[src/verilog/atacmd_defines.svh]
// Offsets, codes and reset values for the ATA command block
`ifndef ATACMD_DEFINES_SVH
`define ATACMD_DEFINES_SVH
`define ATACMD_OP_SET_MAX 8'hF9
`define ATACMD_OP_READ_NATIVE 8'hF8
`define ATACMD_OP_SET_MULT 8'hC6
`define ATACMD_OP_SMART 8'hB0
`define ATACMD_OP_STBY_A 8'h96
`define ATACMD_OP_STBY_B 8'hE2
`define ATACMD_OP_STBYI_A 8'h94
`define ATACMD_OP_STBYI_B 8'hE0
`define ATACMD_OP_TRANSLATE 8'h87
`define ATACMD_OP_WRBUF 8'hE8
`define ATACMD_SUB_PWD 8'h01
`define ATACMD_SUB_FREEZE 8'h04
`define ATACMD_MAX_MULT 8'h01
`define ATACMD_BUF_WORDS 256
`define ATACMD_LBA_BIT 6
`define ATACMD_DEV_BIT 4
`define ATACMD_KEEP_BIT 0
`define ATACMD_SMART_WORD 82
`define ATACMD_SMART_BIT 0
`define ATACMD_NATIVE_MAX 28'h0FFFFFF
`define ATACMD_ADR_STATUS 4'h0
`define ATACMD_ADR_ENABLE 4'h1
`define ATACMD_ADR_CLEAR 4'h2
`define ATACMD_ADR_MAXLBA 4'h3
`define ATACMD_ADR_MULT 4'h4
`define ATACMD_ADR_STATE 4'h5
`endif

[src/verilog/atacmd_pkg.sv]
// Types for the ATA command block
package atacmd_pkg;
  typedef enum logic [3:0] {
    ATACMD_IDLE = 4'b0001,
    ATACMD_EXEC = 4'b0010,
    ATACMD_DATA = 4'b0100,
    ATACMD_DONE = 4'b1000
  } atacmd_state_t;
endpackage : atacmd_pkg

[src/verilog/atacmd_core.sv]
// ATA command interpreter for capacity, multiple, standby and buffer commands
`timescale 1ns/10ps
`default_nettype none
`include "atacmd_defines.svh"

// Behaviour
// - Set-max command loads highest address from task-file address fields.
// - Keep bit set: max survives reset; clear: reset restores nonvolatile max.
// - Features code picks set-max subcommand: password, lock, unlock, freeze.
// - Abort second nonvolatile set-max after power-on or hardware reset.
// - Set-multiple raises busy and reads sector count as block size.
// - Valid supported block count is stored and enables multiple commands.
// - Unsupported block count aborts and disables multiple commands.
// - Zero block count disables multiple commands.
// - Multiple commands start disabled after power-on.
// - Identify word 82 bit 0 reports self-monitoring support.
// - Standby: busy, sleep, clear busy, interrupt at once.
// - Standby-immediate: same busy, sleep, clear busy, interrupt sequence.
// - Any further command wakes the device from sleep.
// - Translate-sector is a no-op returning zero sector count.
// - Write-buffer takes 512 bytes and overwrites the sector buffer.
module atacmd_core
  import atacmd_pkg::*;
(
  input wire logic clk,
  input wire logic rst,
  input wire logic cmd_valid,
  input wire logic [7:0] cmd_code,
  input wire logic [7:0] cmd_features,
  input wire logic [7:0] cmd_count,
  input wire logic [7:0] cmd_lba_low,
  input wire logic [7:0] cmd_lba_mid,
  input wire logic [7:0] cmd_lba_high,
  input wire logic [7:0] cmd_drive_head,
  input wire logic drive_id,
  input wire logic wr_valid,
  input wire logic [15:0] wr_data,
  output logic wr_ready,
  input wire logic [7:0] id_index,
  output logic [15:0] id_word,
  output logic busy_flag,
  output logic device_ready_flag,
  output logic cmd_done,
  output logic cmd_abort,
  output logic [7:0] count_out,
  output logic [27:0] max_lba,
  output logic [7:0] mult_count,
  output logic mult_enable,
  output logic sleep_mode,
  output logic set_max_locked,
  output logic set_max_frozen,
  output logic [15:0] buf_rd_data,
  input wire logic [7:0] buf_rd_addr,
  input wire logic [3:0] reg_addr,
  input wire logic [31:0] reg_wdata,
  input wire logic reg_write,
  input wire logic reg_read,
  output logic [31:0] reg_rdata,
  output logic irq
);
  atacmd_state_t state_q, state_d;
  logic [7:0] op_q;
  // Power-up values only; the async reset leaves these alone
  logic [27:0] max_q = `ATACMD_NATIVE_MAX;
  logic [27:0] nv_max_q = `ATACMD_NATIVE_MAX;
  logic keep_q = 1'b0;
  logic restore_q;
  logic [7:0] mult_q;
  logic mult_en_q;
  logic sleep_q;
  logic prev_native_q;
  logic nv_done_q;
  logic locked_q, frozen_q;
  logic busy_q, done_q, abort_q;
  logic [7:0] count_q;
  logic [7:0] wcnt_q;
  logic [15:0] buf_mem [0:`ATACMD_BUF_WORDS-1];
  logic [15:0] buf_rd_q, id_q;
  logic [2:0] status_q, enable_q;
  logic [31:0] rdata_q;
  logic setmax_abort_q, mult_bad_q;
  logic [7:0] feat_q, cnt_in_q;
  logic [27:0] lba_in_q;

  // Task-file decode
  wire take = cmd_valid && (state_q == ATACMD_IDLE) && (cmd_drive_head[`ATACMD_DEV_BIT] == drive_id);
  wire [27:0] new_lba = {cmd_drive_head[3:0], cmd_lba_high, cmd_lba_mid, cmd_lba_low};
  wire keep_req = cmd_count[`ATACMD_KEEP_BIT];
  wire is_setmax = op_q == `ATACMD_OP_SET_MAX;
  wire sub_ok = (cmd_features >= `ATACMD_SUB_PWD) && (cmd_features <= `ATACMD_SUB_FREEZE);
  wire sub_is_plain = 1'b0;
  // Frozen or locked blocks changes to the max address
  wire max_guard = locked_q || frozen_q;
  wire setmax_abort = !prev_native_q || !sub_ok || (keep_req && nv_done_q) || max_guard;
  wire mult_ok = (cmd_count != 8'h00) && (cmd_count <= `ATACMD_MAX_MULT);
  wire mult_bad = (cmd_count != 8'h00) && !mult_ok;
  wire is_stby = (op_q == `ATACMD_OP_STBY_A) || (op_q == `ATACMD_OP_STBY_B) ||
                 (op_q == `ATACMD_OP_STBYI_A) || (op_q == `ATACMD_OP_STBYI_B);
  wire known = is_setmax || (op_q == `ATACMD_OP_READ_NATIVE) || (op_q == `ATACMD_OP_SET_MULT) ||
               (op_q == `ATACMD_OP_SMART) || is_stby || (op_q == `ATACMD_OP_TRANSLATE) ||
               (op_q == `ATACMD_OP_WRBUF);
  wire exec_abort = !known || (is_setmax && setmax_abort_q) || ((op_q == `ATACMD_OP_SET_MULT) && mult_bad_q);
  wire buf_last = wcnt_q == 8'(`ATACMD_BUF_WORDS - 1);
  wire buf_take = (state_q == ATACMD_DATA) && wr_valid;
  wire setmax_go = (state_q == ATACMD_EXEC) && is_setmax && !setmax_abort_q;

  assign wr_ready = state_q == ATACMD_DATA;
  assign busy_flag = busy_q;
  assign device_ready_flag = !busy_q;
  assign cmd_done = done_q;
  assign cmd_abort = abort_q;
  assign count_out = count_q;
  assign max_lba = max_q;
  assign mult_count = mult_q;
  assign mult_enable = mult_en_q;
  assign sleep_mode = sleep_q;
  assign set_max_locked = locked_q;
  assign set_max_frozen = frozen_q;
  assign buf_rd_data = buf_rd_q;
  assign id_word = id_q;
  assign reg_rdata = rdata_q;
  assign irq = |(status_q & enable_q);

  always_comb begin
    state_d = state_q;
    unique case (state_q)
      ATACMD_IDLE: if (take) state_d = ATACMD_EXEC;
      ATACMD_EXEC: state_d = (op_q == `ATACMD_OP_WRBUF) ? ATACMD_DATA : ATACMD_DONE;
      ATACMD_DATA: if (buf_take && buf_last) state_d = ATACMD_DONE;
      ATACMD_DONE: state_d = ATACMD_IDLE;
    endcase
  end

  always_ff @(posedge clk or posedge rst) begin
    if (rst) state_q <= ATACMD_IDLE;
    else state_q <= state_d;
  end

  // Latch the command and its checks on take
  always_ff @(posedge clk or posedge rst) begin
    if (rst) begin
      op_q <= 8'h00;
      feat_q <= 8'h00;
      cnt_in_q <= 8'h00;
      lba_in_q <= 28'h0;
      setmax_abort_q <= 1'b0;
      mult_bad_q <= 1'b0;
    end else if (take) begin
      op_q <= cmd_code;
      feat_q <= cmd_features;
      cnt_in_q <= cmd_count;
      lba_in_q <= new_lba;
      setmax_abort_q <= setmax_abort;
      mult_bad_q <= mult_bad;
    end
  end

  // Busy rises on take and falls at completion
  always_ff @(posedge clk or posedge rst) begin
    if (rst) busy_q <= 1'b0;
    else if (take) busy_q <= 1'b1;
    else if (state_q == ATACMD_DONE) busy_q <= 1'b0;
  end

  always_ff @(posedge clk or posedge rst) begin
    if (rst) begin
      done_q <= 1'b0;
      abort_q <= 1'b0;
    end else begin
      done_q <= state_q == ATACMD_DONE;
      abort_q <= (state_q == ATACMD_EXEC) ? exec_abort : ((state_q == ATACMD_IDLE) ? 1'b0 : abort_q);
    end
  end

  // Restore pulse on the first edge after any reset release
  always_ff @(posedge clk or posedge rst) begin
    if (rst) begin
      restore_q <= 1'b1;
    end else begin
      restore_q <= 1'b0;
    end
  end

  // No async reset here, so a kept maximum survives a hardware reset
  // Limitation: nonvolatile copy is a register, lost on real power loss
  always_ff @(posedge clk) begin
    if (restore_q) begin
      if (!keep_q) begin
        max_q <= nv_max_q;
      end
    end else if (setmax_go) begin
      max_q <= lba_in_q;
      keep_q <= cnt_in_q[`ATACMD_KEEP_BIT];
      if (cnt_in_q[`ATACMD_KEEP_BIT]) begin
        nv_max_q <= lba_in_q;
      end
    end
  end

  // Obsolete code zero is never treated as plain set-max
  wire unused_plain = sub_is_plain ^ keep_q ^ nv_max_q[0];

  // Subcommands: password, lock, unlock, freeze
  always_ff @(posedge clk or posedge rst) begin
    if (rst) begin
      locked_q <= 1'b0;
      frozen_q <= 1'b0;
      nv_done_q <= 1'b0;
    end else if (setmax_go) begin
      nv_done_q <= nv_done_q | cnt_in_q[`ATACMD_KEEP_BIT];
      unique case (feat_q)
        8'h02: locked_q <= 1'b1;
        8'h03: locked_q <= 1'b0;
        8'h04: frozen_q <= 1'b1;
        default: ;
      endcase
    end
  end

  // Read-native-max must be the immediately preceding command
  always_ff @(posedge clk or posedge rst) begin
    if (rst) prev_native_q <= 1'b0;
    else if (state_q == ATACMD_EXEC) prev_native_q <= op_q == `ATACMD_OP_READ_NATIVE;
  end

  always_ff @(posedge clk or posedge rst) begin
    if (rst) begin
      mult_q <= 8'h00;
      mult_en_q <= 1'b0;
    end else if (state_q == ATACMD_EXEC && op_q == `ATACMD_OP_SET_MULT) begin
      mult_en_q <= (cnt_in_q != 8'h00) && !mult_bad_q;
      if ((cnt_in_q != 8'h00) && !mult_bad_q) mult_q <= cnt_in_q;
    end
  end

  // Sleep entered by standby, left on any new command
  always_ff @(posedge clk or posedge rst) begin
    if (rst) sleep_q <= 1'b0;
    else if (take) sleep_q <= 1'b0;
    else if (state_q == ATACMD_EXEC && is_stby) sleep_q <= 1'b1;
  end

  always_ff @(posedge clk or posedge rst) begin
    if (rst) count_q <= 8'h00;
    else if (state_q == ATACMD_EXEC) count_q <= (op_q == `ATACMD_OP_TRANSLATE) ? 8'h00 : cnt_in_q;
  end

  always_ff @(posedge clk or posedge rst) begin
    if (rst) wcnt_q <= 8'h00;
    else if (state_q == ATACMD_EXEC) wcnt_q <= 8'h00;
    else if (buf_take) wcnt_q <= wcnt_q + 8'h01;
  end

  // Buffer array has no reset; contents are undefined until written
  always_ff @(posedge clk) begin
    if (buf_take) buf_mem[wcnt_q] <= wr_data;
    buf_rd_q <= buf_mem[buf_rd_addr];
  end

  always_ff @(posedge clk or posedge rst) begin
    if (rst) id_q <= 16'h0000;
    else id_q <= (id_index == 8'(`ATACMD_SMART_WORD)) ? (16'h0001 << `ATACMD_SMART_BIT) : 16'h0000;
  end

  // Status: bit0 done, bit1 abort, bit2 sleep entered; set wins over clear
  wire [2:0] events = {state_q == ATACMD_EXEC && is_stby, state_q == ATACMD_EXEC && exec_abort,
                       state_q == ATACMD_DONE};
  wire clr_hit = reg_write && reg_addr == `ATACMD_ADR_CLEAR;
  wire en_hit = reg_write && reg_addr == `ATACMD_ADR_ENABLE;
  wire [2:0] clr_bits = clr_hit ? reg_wdata[2:0] : 3'b000;

  // One sticky bit per event; a same-cycle event beats the clear
  genvar gi;
  generate
    for (gi = 0; gi < 3; gi++) begin : g_status
      always_ff @(posedge clk or posedge rst) begin
        if (rst) begin
          status_q[gi] <= 1'b0;
        end else begin
          status_q[gi] <= events[gi] | (status_q[gi] & ~clr_bits[gi]);
        end
      end
    end
  endgenerate

  always_ff @(posedge clk or posedge rst) begin
    if (rst) begin
      enable_q <= 3'b000;
    end else if (en_hit) begin
      enable_q <= reg_wdata[2:0];
    end
  end

  // Read selection, one named word per register
  wire [31:0] rd_status = {29'h0, status_q};
  wire [31:0] rd_enable = {29'h0, enable_q};
  wire [31:0] rd_maxlba = {4'h0, max_q};
  wire [31:0] rd_mult = {23'h0, mult_en_q, mult_q};
  wire [31:0] rd_state = {27'h0, unused_plain & 1'b0, frozen_q, locked_q, sleep_q, busy_q};
  wire sel_status = reg_addr == `ATACMD_ADR_STATUS;
  wire sel_enable = reg_addr == `ATACMD_ADR_ENABLE;
  wire sel_maxlba = reg_addr == `ATACMD_ADR_MAXLBA;
  wire sel_mult = reg_addr == `ATACMD_ADR_MULT;
  wire sel_state = reg_addr == `ATACMD_ADR_STATE;
  // Unmapped addresses read zero
  wire [31:0] rd_mux = sel_status ? rd_status :
                       sel_enable ? rd_enable :
                       sel_maxlba ? rd_maxlba :
                       sel_mult ? rd_mult :
                       sel_state ? rd_state : 32'h0;
  always_ff @(posedge clk or posedge rst) begin
    if (rst) rdata_q <= 32'h0;
    else rdata_q <= reg_read ? rd_mux : 32'h0;
  end
endmodule : atacmd_core
`default_nettype wire

[config.mk]
export PLATFORM = sky130hd
export DESIGN_NAME = atacmd_core
export DESIGN_NICKNAME = d
export VERILOG_FILES = /design/src/verilog/atacmd_pkg.sv /design/src/verilog/atacmd_core.sv
export VERILOG_INCLUDE_DIRS = /design/src /design/src/verilog
export SDC_FILE = /design/constraint.sdc
export NUM_CORES = 2
export LEC_CHECK = 0
export BUFFER_PORTS_ARGS = -buffer_cell sky130_fd_sc_hd__buf_2
export CAP_MARGIN = 20
export CORE_MARGIN = 1
export CORE_UTILIZATION = 50
export CTS_BUF_LIST = sky130_fd_sc_hd__clkbuf_8
export CTS_CLUSTER_DIAMETER = 50
export DETAILED_ROUTE_END_ITERATION = 6
export PLACE_DENSITY = 0.67
export RECOVER_POWER = 25
export SYNTH_ARGS = -nofsm -noshare
export SYNTH_HDL_FRONTEND = slang
export SYNTH_SLANG_ARGS = --single-unit
[constraint.sdc]
create_clock -name clk -period 11.6 [get_ports clk]
set_input_delay 2.32 -clock clk [delete_from_list [all_inputs] [get_ports clk]]
set_output_delay 2.32 -clock clk [all_outputs]
set_load 0.01 [all_outputs]
==> flow_summary.json <==
{
  "outcome": "finished with violations",
  "violations": "DRC, capacitance limit, slew limit",
  "die_x_um": 577,
  "num_rows": 210,
  "fin_nets": 8767,
  "gr-usage-met3_pct": 5.14,
  "synth_edf_count": 4153,
  "synth_ff_type": "edfxtp_1",
  "layout-drive-gt1-share_pct": 26.5,
  "drc": 1,
  "finalWirelength_um": 415000,
  "core-area_um2": 328000,
  "hold_class": "reg -> reg",
  "use_met2_pct": 38.9,
  "synth_largest_area_cell": "edfxtp_1",
  "p_per_area_nw_per_um2": 167,
  "finalSetupViolCount": 0,
  "p_leak_nw": 60.7,
  "cts_buffer_depth": 4,
  "crit_path_end_kind": "register",
  "place_area_um2": 173000,
  "vias_per_cell": 6.20,
  "root_buffer": "clkbuf_8",
  "r2r-end": "buf_mem[17][4]",
  "r2r-start": "state_q[2]",
  "die_h_um": 577,
  "maxSlewHeadroom_pct": -346,
  "min_path_cells": 0,
  "drv_cap": 25,
  "clk_latency_ps": 1230,
  "cts_hold_buf": 0,
  "dieArea_um2": 333000,
  "crit_fanout": 92,
  "io_pins": 249,
  "via_count": 83924,
  "synth.top_cells.by_area": "edfxtp_1, mux4_2, mux2i_1",
  "grt_pass1_wl_um": 594000,
  "cts_tree": "built",
  "cts_buffers": 674,
  "grt_pass1_vias": 84239,
  "place_inst": 12300,
  "htree_num_levels": 6,
  "use_met1_pct": 34.6,
  "reg2reg_slack_ps": 6300,
  "antenna_found_initial": 23,
  "tightestPinTransition_ps": 6690,
  "crit_type": "in -> reg",
  "hp-start": "lba_in_q[12]",
  "wl_per_cell_um": 30.6,
  "fin_setup_tns_ps": 0,
  "ir_worst_vdd_uv": 116,
  "antenna_left": 0,
  "yosys.area.top_type_share_pct": 75.5,
  "gp_congestion": 0.857,
  "skew_ps": 74.0,
  "worstPathRequired_ps": 12420,
  "fillers": 24020,
  "syn_inst": 7820,
  "first_pass_iters": 7,
  "fin_cells": 13533,
  "seq_area_frac_synth_pct": 77.6,
  "min_period_ps": 8350,
  "fmax_ghz": 0.120,
  "rsz0062_at_grt": "false",
  "worstHoldEndpoint": "nv_max_q[12]",
  "busiest_layer": "met2",
  "post-cts-setup-buffers": 0,
  "start_kind": "primary input",
  "floorplan.initialDensity_pct": 50.4,
  "rr_worst_depth": 8,
  "grt_max_degree": 133,
  "clock_sinks": 4296,
  "drtIter0Drc": 10208,
  "io_buffer_count": 197,
  "fin_area_um2": 185000,
  "drv_slew": 2152,
  "syn_area_um2": 165000,
  "clk_pin_slew_ps": 60,
  "cts-resized-gates": 0,
  "ys_seq_elements": 4296,
  "hold_violations": 0,
  "ys_types": 69,
  "critPathArrivalTime_ps": 9170,
  "post-route-period-util_pct": 72.0,
  "async_flop_share_pct": 2.96,
  "avgSynthCellArea_um2": 21.1,
  "grt_util_all_layers_pct": 24.8,
  "yosys_warnings": 0,
  "dp_hpwl_um": 243000,
  "overflow": 0,
  "layout-area-overhead-vs-synth_pct": 12.0
}
## routing by layer
layer	up-vias	wire length, µm
met4	14	14900
li1	34542	-
met5	-	90
met2	4401	197000
met3	756	40300
met1	44211	162000
## registers in the layout, indices dropped and copies added (netlist names), 3 cells and up
signal,flops
mult_count,8
nv_max_q,28
max_lba,28
count_out,8
enable_q,3
op_q,8
rd_status,3
buf_mem,4096
lba_in_q,28
state_q,4
buf_rd_data,16
reg_rdata,28
feat_q,8
wcnt_q,8
cnt_in_q,8
## Yosys cell counts (55+ instances only)
cell         n
edfxtp_1  4153
mux4_2     848
mux2i_1    505
nor2_1     351
o221ai_1   198
clkbuf_1   195
a21oi_1    164
o22ai_1    131
nand2_1    130
dfrtp_1    125
nor3_1     104
mux2_2      93
buf_4       83
o21ai_0     81
buf_2       75
a22oi_1     65
buf_1       65
nand3_1     56
buf_6       55
## cells by family (layout without fill, tap and decap cells)
family                     Yosys count  in the layout  synth area share [%]
AOI/OAI and AO/OA                  756            756                  3.17
xor gates and xnor gates            10             10                0.0530
adders and majority gates            4              4                0.0303
buffers and inverters              493           1826                  1.64
DFF                               4296           4296                  77.6
muxes                             1446           1446                  15.2
other                                1             35               0.00227
and+or+nand+nor                    814            814                  2.29
## metrics by stage
stage | util [%] | hold slack (ps) | setup slack, ps | total power, W
floorplan | - | 437 | 5900 | 0.0186
global placement | 52.6 | 447 | 4500 | 0.0193
detailed placement | 52.7 | 453 | 4470 | 0.0193
CTS | 56.5 | 469 | 5780 | 0.0311
global route | 56.4 | 486 | 2850 | 0.0319
finish | 56.4 | 464 | 3250 | 0.0309
## area by class of cell
cell class | instances | area (µm²) | area share, %
clock buffers | 712 | 9800 | 5.29
well taps | 4346 | 5440 | 2.94
repair buffers | 593 | 4190 | 2.26
multi-input cells | 3050 | 34700 | 18.7
flip-flops and latches | 4296 | 128000 | 69.3
diodes | 15 | 37.5 | 0.0203
clock inverters | 504 | 2700 | 1.46
inverters | 17 | 80.1 | 0.0433
## worst max path at each step
stage,slack (ps),endpoint,depth (start not counted),start
2_1_floorplan,5900,busy_flag,1,rst
3_3_place_gp,4500,buf_rd_data[0],10,buf_rd_addr[0]
3_5_place_dp,4470,buf_rd_data[0],10,buf_rd_addr[0]
4_1_cts,5780,buf_rd_data[0],10,buf_rd_addr[0]
5_1_grt,2850,buf_mem[31][11],3,wr_data[11]
6_report,3250,buf_mem[28][11],3,wr_data[11]
## power breakdown
part           leakage, nW  switching (W)  total (W)  internal, W
clock network         7.23        0.00588     0.0119      0.00604
registers             39.1       0.000137     0.0173       0.0172
logic                 14.3        0.00106    0.00168     0.000618
## cells in the final DEF (no fill, tap or decap), types with 20 or more instances in the layout
cell      synthesis  final
dfrtp_1         125    125
mux4_2          848    848
nand3_1          56     44
conb_1            1     20
mux2_2           93     92
mux2i_1         505    505
nand2_1         130    129
nor4_1           50     39
a211oi_1         21     20
clkinv_2          0     81
a22oi_1          65     65
and3_1           30     30
nor3_1          104    104
clkinv_1          1    147
buf_2            75    177
clkbuf_1        195     26
nor2_1          351    328
o221ai_1        198    198
inv_1            14    228
clkbuf_8          0    712
edfxtp_1       4153   4153
a221oi_1         20     20
buf_4            83    363
a21oi_1         164    164
o21ai_0          81     80
o22ai_1         131    131
## critical path, stage by stage
cell	delay (ps)
clkbuf_1	2910
clkbuf_1	2640
buf_4	1040
Note: power is estimated with default switching activity, not from simulation.
